$ cat src/core/gps_defines.vh
// Constants for the gesture proximity sequencer
// Function
// - Drive up to three emitters, each selectable for an ordinary measurement.
// - A selected channel's result lands in that channel's own result register.
// - Host sets the gesture mode bit to 1; device treats it as gesture active.
// - One-shot gesture mode fires all three emitters, one result register each.
// - In one-shot mode the three-emitter sequence starts only after the host writes the trigger bit.
// - Sequence end sets gesture-ready flag and asserts interrupt when enabled.
// - Any enabled flag that is set holds the low-active interrupt pin low.
// - Reading the flag register clears set flags and releases the interrupt pin.
// - In one-shot mode no new data and standby unless trigger is written.
`ifndef GPS_DEFINES_VH
`define GPS_DEFINES_VH

// Register offsets
`define GPS_REG_CTRL 3'h0
`define GPS_REG_INT_EN 3'h1
`define GPS_REG_FLAG 3'h2
`define GPS_REG_FLAG_CLR 3'h3
`define GPS_REG_DATA1 3'h4
`define GPS_REG_DATA2 3'h5
`define GPS_REG_DATA3 3'h6

// Control fields
`define GPS_CTRL_GESTURE 0
`define GPS_CTRL_ONE_SHOT 1
`define GPS_CTRL_TRIGGER 2
`define GPS_CTRL_SEL_LO 3
`define GPS_CTRL_SEL_HI 4

// Flag fields
`define GPS_FLAG_GESTURE_READY 0
`define GPS_FLAG_MEAS_DONE 1
`define GPS_FLAG_W 2

// Reset values
`define GPS_CTRL_RST 5'h00
`define GPS_INT_EN_RST 2'h0

// Timing: converter clock edges per measurement
`define GPS_MEAS_EDGES 8

`endif

$ cat src/core/gps_meas.v
// One emitter measurement paced by the converter clock
`timescale 1ns/1ps
`include "gps_defines.vh"
module gps_meas #(
  parameter DATA_W = 16,
  parameter MEAS_EDGES = `GPS_MEAS_EDGES
) (
  // Clock and reset
  input wire sys_clk,
  input wire rst,
  // Converter side, outside our clock domain
  input wire link_clk,
  input wire [DATA_W-1:0] adc_data,
  // Sequencer side
  input wire start,
  input wire [1:0] chan,
  output reg [2:0] emit_q,
  output reg done_q,
  output reg [DATA_W-1:0] result_q
);
  reg lclk_s1_q;
  reg lclk_s2_q;
  reg lclk_s3_q;
  reg [DATA_W-1:0] adc_s1_q;
  reg [DATA_W-1:0] adc_s2_q;
  reg [7:0] edge_cnt_q;
  reg active_q;
  wire lclk_rise;

  //////////////////////////////////////////////////////////////////////////
  // Synchronisers; the edge detector reads only the second stage onward
  always @(posedge sys_clk) begin
    lclk_s1_q <= link_clk;
    lclk_s2_q <= lclk_s1_q;
    lclk_s3_q <= lclk_s2_q;
    adc_s1_q <= adc_data;
    adc_s2_q <= adc_s1_q;
  end

  assign lclk_rise = lclk_s2_q & ~lclk_s3_q;

  //////////////////////////////////////////////////////////////////////////
  // Emitter on for a fixed count of converter edges, then sample
  always @(posedge sys_clk) begin
    if (rst) begin
      emit_q <= 3'h0;
      done_q <= 1'b0;
      result_q <= {DATA_W{1'b0}};
      edge_cnt_q <= 8'h00;
      active_q <= 1'b0;
    end else begin
      done_q <= 1'b0;
      if (start && !active_q) begin
        active_q <= 1'b1;
        edge_cnt_q <= 8'h00;
        emit_q <= 3'h1 << chan;
      end else if (active_q && lclk_rise) begin
        if (edge_cnt_q == MEAS_EDGES[7:0] - 8'h01) begin
          // Data word is sampled a full converter edge after it settled
          active_q <= 1'b0;
          emit_q <= 3'h0;
          done_q <= 1'b1;
          result_q <= adc_s2_q;
        end else begin
          edge_cnt_q <= edge_cnt_q + 8'h01;
        end
      end
    end
  end
endmodule // gps_meas

$ cat src/core/gps_seq.v
// Gesture proximity sequencer with register port and interrupt
//
// Implementation choices: the placing of the registers and the plain strobed port.
`timescale 1ns/1ps
`include "gps_defines.vh"
module gps_seq #(
  parameter DATA_W = 16,
  parameter MEAS_EDGES = `GPS_MEAS_EDGES
) (
  // Clock and reset
  input wire sys_clk,
  input wire rst,
  // Register port
  input wire [2:0] reg_addr,
  input wire [DATA_W-1:0] reg_wdata,
  input wire reg_wr,
  input wire reg_rd,
  output reg [DATA_W-1:0] reg_rdata_q,
  // Converter side
  input wire link_clk,
  input wire [DATA_W-1:0] adc_data,
  // Emitter drivers and interrupt
  output wire [2:0] emit_q,
  output reg int_n_q
);
  localparam S_IDLE = 2'd0;
  localparam S_WAIT = 2'd1;
  localparam S_START = 2'd2;

  reg [4:0] ctrl_q;
  reg [4:0] ctrl_d;
  reg [`GPS_FLAG_W-1:0] int_en_q;
  reg [`GPS_FLAG_W-1:0] flag_q;
  reg [`GPS_FLAG_W-1:0] flag_d;
  reg [`GPS_FLAG_W-1:0] flag_set;
  reg [`GPS_FLAG_W-1:0] flag_clr;
  reg int_n_d;
  wire [DATA_W-1:0] data_w [0:2];
  reg [1:0] state_q;
  reg [1:0] state_d;
  reg [1:0] chan_q;
  reg [1:0] chan_d;
  reg start_d;
  reg trig_clr;
  reg [2:0] store_en;
  wire gesture_on;
  wire one_shot;
  wire trig_pend;
  wire [1:0] sel_chan;
  wire meas_done;
  wire [DATA_W-1:0] meas_result;
  genvar gi;

  //////////////////////////////////////////////////////////////////////////
  // Decoders shared by the control, enable, flag and result logic
  function reg_hit;
    input strobe;
    input [2:0] addr;
    input [2:0] idx;
    begin
      reg_hit = strobe && (addr == idx);
    end
  endfunction

  function [2:0] chan_onehot;
    input [1:0] chan;
    begin
      chan_onehot = 3'h1 << chan;
    end
  endfunction

  assign gesture_on = ctrl_q[`GPS_CTRL_GESTURE];
  assign one_shot = ctrl_q[`GPS_CTRL_ONE_SHOT];
  assign trig_pend = ctrl_q[`GPS_CTRL_TRIGGER];
  // Channel code 3 is not an emitter; fold it onto the third
  assign sel_chan = (ctrl_q[`GPS_CTRL_SEL_HI:`GPS_CTRL_SEL_LO] == 2'd3) ? 2'd2 :
    ctrl_q[`GPS_CTRL_SEL_HI:`GPS_CTRL_SEL_LO];

  //////////////////////////////////////////////////////////////////////////
  // Measurement engine
  gps_meas #(
    .DATA_W(DATA_W),
    .MEAS_EDGES(MEAS_EDGES)
  ) u_meas (
    .sys_clk(sys_clk),
    .rst(rst),
    .link_clk(link_clk),
    .adc_data(adc_data),
    .start(start_d),
    .chan(chan_q),
    .emit_q(emit_q),
    .done_q(meas_done),
    .result_q(meas_result)
  );

  //////////////////////////////////////////////////////////////////////////
  // Sequencer
  always @* begin
    state_d = state_q;
    chan_d = chan_q;
    start_d = 1'b0;
    trig_clr = 1'b0;
    store_en = 3'h0;
    flag_set = {`GPS_FLAG_W{1'b0}};
    case (state_q)
      S_IDLE: begin
        // One-shot mode stays in standby until the trigger is written
        if (!one_shot || trig_pend) begin
          state_d = S_START;
          chan_d = gesture_on ? 2'd0 : sel_chan;
        end
      end
      S_START: begin
        start_d = 1'b1;
        state_d = S_WAIT;
      end
      S_WAIT: begin
        if (meas_done) begin
          store_en = chan_onehot(chan_q);
          if (gesture_on && chan_q != 2'd2) begin
            chan_d = chan_q + 2'd1;
            state_d = S_START;
          end else begin
            state_d = S_IDLE;
            trig_clr = one_shot;
            if (gesture_on) begin
              flag_set[`GPS_FLAG_GESTURE_READY] = 1'b1;
            end else begin
              flag_set[`GPS_FLAG_MEAS_DONE] = 1'b1;
            end
          end
        end
      end
      default: begin
        state_d = S_IDLE;
      end
    endcase
  end

  always @(posedge sys_clk) begin
    if (rst) begin
      state_q <= S_IDLE;
      chan_q <= 2'd0;
    end else begin
      state_q <= state_d;
      chan_q <= chan_d;
    end
  end

  //////////////////////////////////////////////////////////////////////////
  // Result registers, one per emitter
  generate
    for (gi = 0; gi < 3; gi = gi + 1) begin : g_data
      // One register per emitter keeps each word to a single driver
      reg [DATA_W-1:0] word_q;
      always @(posedge sys_clk) begin
        if (rst) begin
          word_q <= {DATA_W{1'b0}};
        end else if (store_en[gi]) begin
          word_q <= meas_result;
        end
      end
      assign data_w[gi] = word_q;
    end
  endgenerate

  //////////////////////////////////////////////////////////////////////////
  // Control register; a trigger write in the finishing cycle is kept
  always @* begin
    ctrl_d = ctrl_q;
    if (trig_clr) begin
      ctrl_d[`GPS_CTRL_TRIGGER] = 1'b0;
    end
    if (reg_hit(reg_wr, reg_addr, `GPS_REG_CTRL)) begin
      ctrl_d = reg_wdata[4:0];
    end
  end

  //////////////////////////////////////////////////////////////////////////
  // Flags: set wins over read-clear and write-clear
  always @* begin
    flag_clr = {`GPS_FLAG_W{1'b0}};
    if (reg_hit(reg_rd, reg_addr, `GPS_REG_FLAG)) begin
      flag_clr = {`GPS_FLAG_W{1'b1}};
    end
    if (reg_hit(reg_wr, reg_addr, `GPS_REG_FLAG_CLR)) begin
      flag_clr = flag_clr | reg_wdata[`GPS_FLAG_W-1:0];
    end
    flag_d = (flag_q & ~flag_clr) | flag_set;
    // Pin is low whenever an enabled flag is set
    int_n_d = ~|(flag_d & int_en_q);
  end

  always @(posedge sys_clk) begin
    if (rst) begin
      ctrl_q <= `GPS_CTRL_RST;
      int_en_q <= `GPS_INT_EN_RST;
      flag_q <= {`GPS_FLAG_W{1'b0}};
      int_n_q <= 1'b1;
    end else begin
      ctrl_q <= ctrl_d;
      if (reg_hit(reg_wr, reg_addr, `GPS_REG_INT_EN)) begin
        int_en_q <= reg_wdata[`GPS_FLAG_W-1:0];
      end
      flag_q <= flag_d;
      int_n_q <= int_n_d;
    end
  end

  //////////////////////////////////////////////////////////////////////////
  // Read port, data one cycle after the strobe
  always @(posedge sys_clk) begin
    if (rst) begin
      reg_rdata_q <= {DATA_W{1'b0}};
    end else if (reg_rd) begin
      case (reg_addr)
        `GPS_REG_CTRL: reg_rdata_q <= {{(DATA_W-5){1'b0}}, ctrl_q};
        `GPS_REG_INT_EN: reg_rdata_q <= {{(DATA_W-`GPS_FLAG_W){1'b0}}, int_en_q};
        `GPS_REG_FLAG: reg_rdata_q <= {{(DATA_W-`GPS_FLAG_W){1'b0}}, flag_q};
        `GPS_REG_DATA1: reg_rdata_q <= data_w[0];
        `GPS_REG_DATA2: reg_rdata_q <= data_w[1];
        `GPS_REG_DATA3: reg_rdata_q <= data_w[2];
        default: reg_rdata_q <= {DATA_W{1'b0}};
      endcase
    end else begin
      reg_rdata_q <= {DATA_W{1'b0}};
    end
  end
endmodule // gps_seq

$ cat config.mk
export PLATFORM = sky130hd
export DESIGN_NAME = gps_seq
export DESIGN_NICKNAME = d
export VERILOG_FILES = /design/src/core/gps_meas.v /design/src/core/gps_seq.v
export VERILOG_INCLUDE_DIRS = /design/src /design/src/core
export SDC_FILE = /design/constraint.sdc
export NUM_CORES = 1
export LEC_CHECK = 0
export BUFFER_PORTS_ARGS = -buffer_cell sky130_fd_sc_hd__clkbuf_2
export CAP_MARGIN = 20
export CORE_MARGIN = 2
export CORE_UTILIZATION = 55
export CTS_CLUSTER_SIZE = 12
export DETAILED_ROUTE_END_ITERATION = 10
export PLACE_DENSITY = 0.85
export SLEW_MARGIN = 40
export SYNTH_ARGS = -nofsm -noshare
export SYNTH_HDL_FRONTEND = slang
export SYNTH_SLANG_ARGS = --single-unit
$ cat constraint.sdc
create_clock -name sys_clk -period 2.35 [get_ports sys_clk]
set_input_delay 0.1175 -clock sys_clk [delete_from_list [all_inputs] [get_ports sys_clk]]
set_output_delay 0.1175 -clock sys_clk [all_outputs]
set_load 0.01 [all_outputs]
==> impl_metrics.csv <==
group,metric,value,unit
logic_synthesis,synth_top_area_share,0.545,
cells_and_area,drive_gt1_frac,0.207,
cells_and_area,fin_area,0.00636,mm^2
detailed_routing,ant_nets,0,
pwr,p_per_area,877,mW/mm^2
clock_network,cts.clk_slew.worst_paths,0.06,ns
setup_path,cp.required,2.79,ns
setup_path,path_cells,"and3b_1, and2_1, nand2_1, a21oi_2",
global_routing,track_usage,0.218,
pwr,p_total,5.58,mW
cells_and_area,layout.nets,649,
die,die_x,101,um
hold_path,hp-class,"in2reg",
clock_network,clock_latency,0.52,ns
timing,setup_tns,0,ns
logic_synthesis,synthTopCellsByCount,"dfxtp_1 (142), nand2_1 (103), nor2_1 (60)",
logic_synthesis,synthAdderAreaFrac,0.00959,
clock_network,htree_levels,4,
detailed_routing,vias,3990,
logic_synthesis,synth_area_leader_cell,"dfxtp_1",
cells_and_area,final_util,0.688,
pwr,p_leak,2.54,nW
pwr,power.internal,4.42,mW
timing,layout_min_cycle_time,1.86,ns
clock_network,tritoncts,"built",
cells_and_area,n_antenna_cell,0,
pwr,peakVddDrop,466,uV
logic_synthesis,synth_area_per_cell,9.70,um^2
cells_and_area,multiInputGateArea,0.00214,mm^2
timing,fmaxAchievable,0.536,GHz
timing,finalHoldViolations,0,
logic_synthesis,synth_area_leaders,"dfxtp_1 (54%), nand2_1 (7.4%), mux2i_1 (7.1%)",
clock_network,cts_setup_buffers,0,
setup_path,crit_arrival,2.31,ns
die,num_io_pins,60,
logic_synthesis,postSynth.asyncResetShare,0,
detailed_routing,drc_errors,0,
logic_synthesis,synth_cell_types,54,
logic_synthesis,ys_ff_latch,142,
timing,fin_crit_sh,0.793,
detailed_routing,drt_iter0_drc,298,
logic_synthesis,ys_seq_area_frac,0.545,
logic_synthesis,synth.most_common_cell,"dfxtp_1",
pwr,seqPwrFrac,0.446,
logic_synthesis,ys.warnings.count,0,
setup_path,worst-setup-path-type,"reg2reg",
flow_run,max_cap_viol_count,0,
timing,worst_pin_slew,0.694,ns
outcome,status,"finished, final reports clean",
cells_and_area,synthToLayoutAreaGrowth,21.9,%
placement,routabilityCongestion,0.833,
timing,finalSetupViolations,0,
die,die_area,0.0103,mm^2
global_routing,grt_pass1_vias,3872,
clock_network,clockBufferDepth,2,
cells_and_area,fillers,664,
detailed_routing,first_pass_iters,5,
pwr,pwr-share-clk,0.514,
setup_path,critical_path.max_fanout,16,
setup_path,cp-end-kind,"flip-flop",
global_routing,grt_pass1_wl,17.6,mm
timing,report.final.slew_viol_count,0,
setup_path,slowest_stage,"and2_1",
logic_synthesis,yosys.area_share.xor_xnor,0.00840,
die,initial_utilization,0.565,
timing,whs,0.0489,ns
global_routing,antenna_found_initial,0,
timing,relSlewSlack,0.537,
logic_synthesis,synth_top_family_by_area,"simple AND/OR/NAND/NOR gates",
clock_network,cts_root_buf,"clkbuf_8",
logic_synthesis,syn_area,0.00522,mm^2
logic_synthesis,synth_compound_area_frac,0.132,
setup_path,startpoint_type,"flip-flop",
placement,placed_cell_area,0.00546,mm^2
placement,dp_hpwl,6.58,mm
detailed_routing,detail_route.wl_per_cell,14.3,um
logic_synthesis,synthMuxAreaShare,0.0796,
logic_synthesis,synthCells,538,
timing,rsz0062_at_grt,"false",
pwr,p_sw,1.15,mW
timing,worst_clock_skew,0.00565,ns
detailed_routing,drt-total-wl,10.7,mm
clock_network,cts_sinks,142,
global_routing,gr-total-overflow,0,
die,die_height,101,um
clock_network,numCtsBuffers,17,
detailed_routing,vias_per_cell,5.35,
pwr,p_comb_frac,0.040,
setup_path,crit_path_max_incr_delay,0.63,ns
logic_synthesis,synth_flop_cell,"dfxtp_1",
die,num_rows,35,
logic_synthesis,yosys.area_share.simple,0.180,
logic_synthesis,synth_fp_nets,582,
global_routing,grt_max_degree,47,
die,core,0.00924,mm^2
placement,port_buffers,48,
cells_and_area,ff_latch_area,0.00284,mm^2
pwr,p_sw_frac,0.207,
logic_synthesis,synth-edff-count,0,
[critical path, delay by kind of cell (launching register included)]
| family | cells | cell delay (ns) |
|---|---|---|
| AO/OA/AOI/OAI | 1 | 0.16 |
| AND/OR/NAND/NOR | 3 | 1.21 |
| flip-flops | 1 | 0.42 |
[power by group through the flow]
stage	logic, mW	clock network, mW	registers (mW)
2_1_floorplan	0.133	0	2.53
3_3_place_gp	0.184	0	2.53
3_5_place_dp	0.190	0	2.54
4_1_cts	0.222	2.90	2.49
5_1_grt	0.243	3.00	2.49
6_report	0.224	2.87	2.49
[state kept, by name, indices dropped and copies added, names as in the netlist, 3 cells and up]
signal and flops:
u_meas.emit_q 3, g_data.word_q 48, u_meas.edge_cnt_q 8, u_meas.result_q 16, ctrl_q 5, u_meas.adc_s1_q 16, reg_rdata_q 16, u_meas.adc_s2_q 16
[routing by layer]
layer  track usage  vias to the layer above  wire, um  part of all wire
li1              -                     1943         -                 -
met1         0.268                     1871      4660              0.44
met2         0.361                      152      5130              0.48
met3        0.0628                       24       707             0.066
met4        0.0894                        0       204             0.019
met5             0                        -         0                 0
[cells in the final DEF, fill, tap and decap left out, types with 3 or more instances in the layout]
cell           Yosys  layout
mux2i_1           37      37
a22o_1             3       3
xor2_1             4       4
a21oi_2           29      29
and3_1             6       6
and2_1             4       4
nand4_1            3       3
nor2b_1            5       5
dfxtp_1          142     142
nor2_1            60      60
bufinv_16          0       5
o2bb2ai_1          3       3
a211oi_1           3       3
nand2_1          103     103
nand2b_1           3       3
ha_1               4       4
buf_4              4       7
nand2_2            3       3
mux2_2             4       4
a21oi_1           37      37
inv_1              8       8
dlygate4sd3_1      0      25
o22a_1             3       3
o21ai_0            3       3
clkbuf_2           0      47
clkbuf_16          0      16
nand3_1            8       8
a22oi_1            3       3
clkinv_4           0       6
[layout make-up]
type / count / area share
clock buffer: 19 / 0.0679
clock inverter: 12 / 0.0333
inverter: 8 / 0.00472
multi-input combinational: 356 / 0.336
sequential: 142 / 0.447
tap: 129 / 0.0254
timing repair buffer: 80 / 0.0854
[logic make-up after synthesis]
group / after synthesis
and+or+nand+nor: 209
DFF: 142
AOI/OAI and AO/OA: 97
muxes: 41
buffers and inverters: 40
xor gates and xnor gates: 5
adders and majority gates: 4
[path summary, 6_finish.rpt]
check                startpoint              endpoint  slack (ns)  depth (start not counted)
min                         rst             chan_q[0]        0.05                          4
min reg2reg  u_meas.adc_s1_q[9]    u_meas.adc_s2_q[9]        0.33                          0
max reg2reg          state_q[0]  g_data[0].word_q[11]        0.49                          4
max                  state_q[0]  g_data[0].word_q[11]        0.49                          4
[timing repair]
action / 4_1_cts / 5_1_grt
hold buffers: 25 / 0
hold endpoints to repair: 29 / 0
gates resized for setup: 0 / 0
[per-stage QoR]
step	setup WS, ns	instances
floorplan	0.809	538
global placement	0.649	690
detailed placement	0.579	690
CTS	0.526	746
global route	0.381	746
finish	0.486	746
No activity file was read; power rests on OpenSTA's default activity.
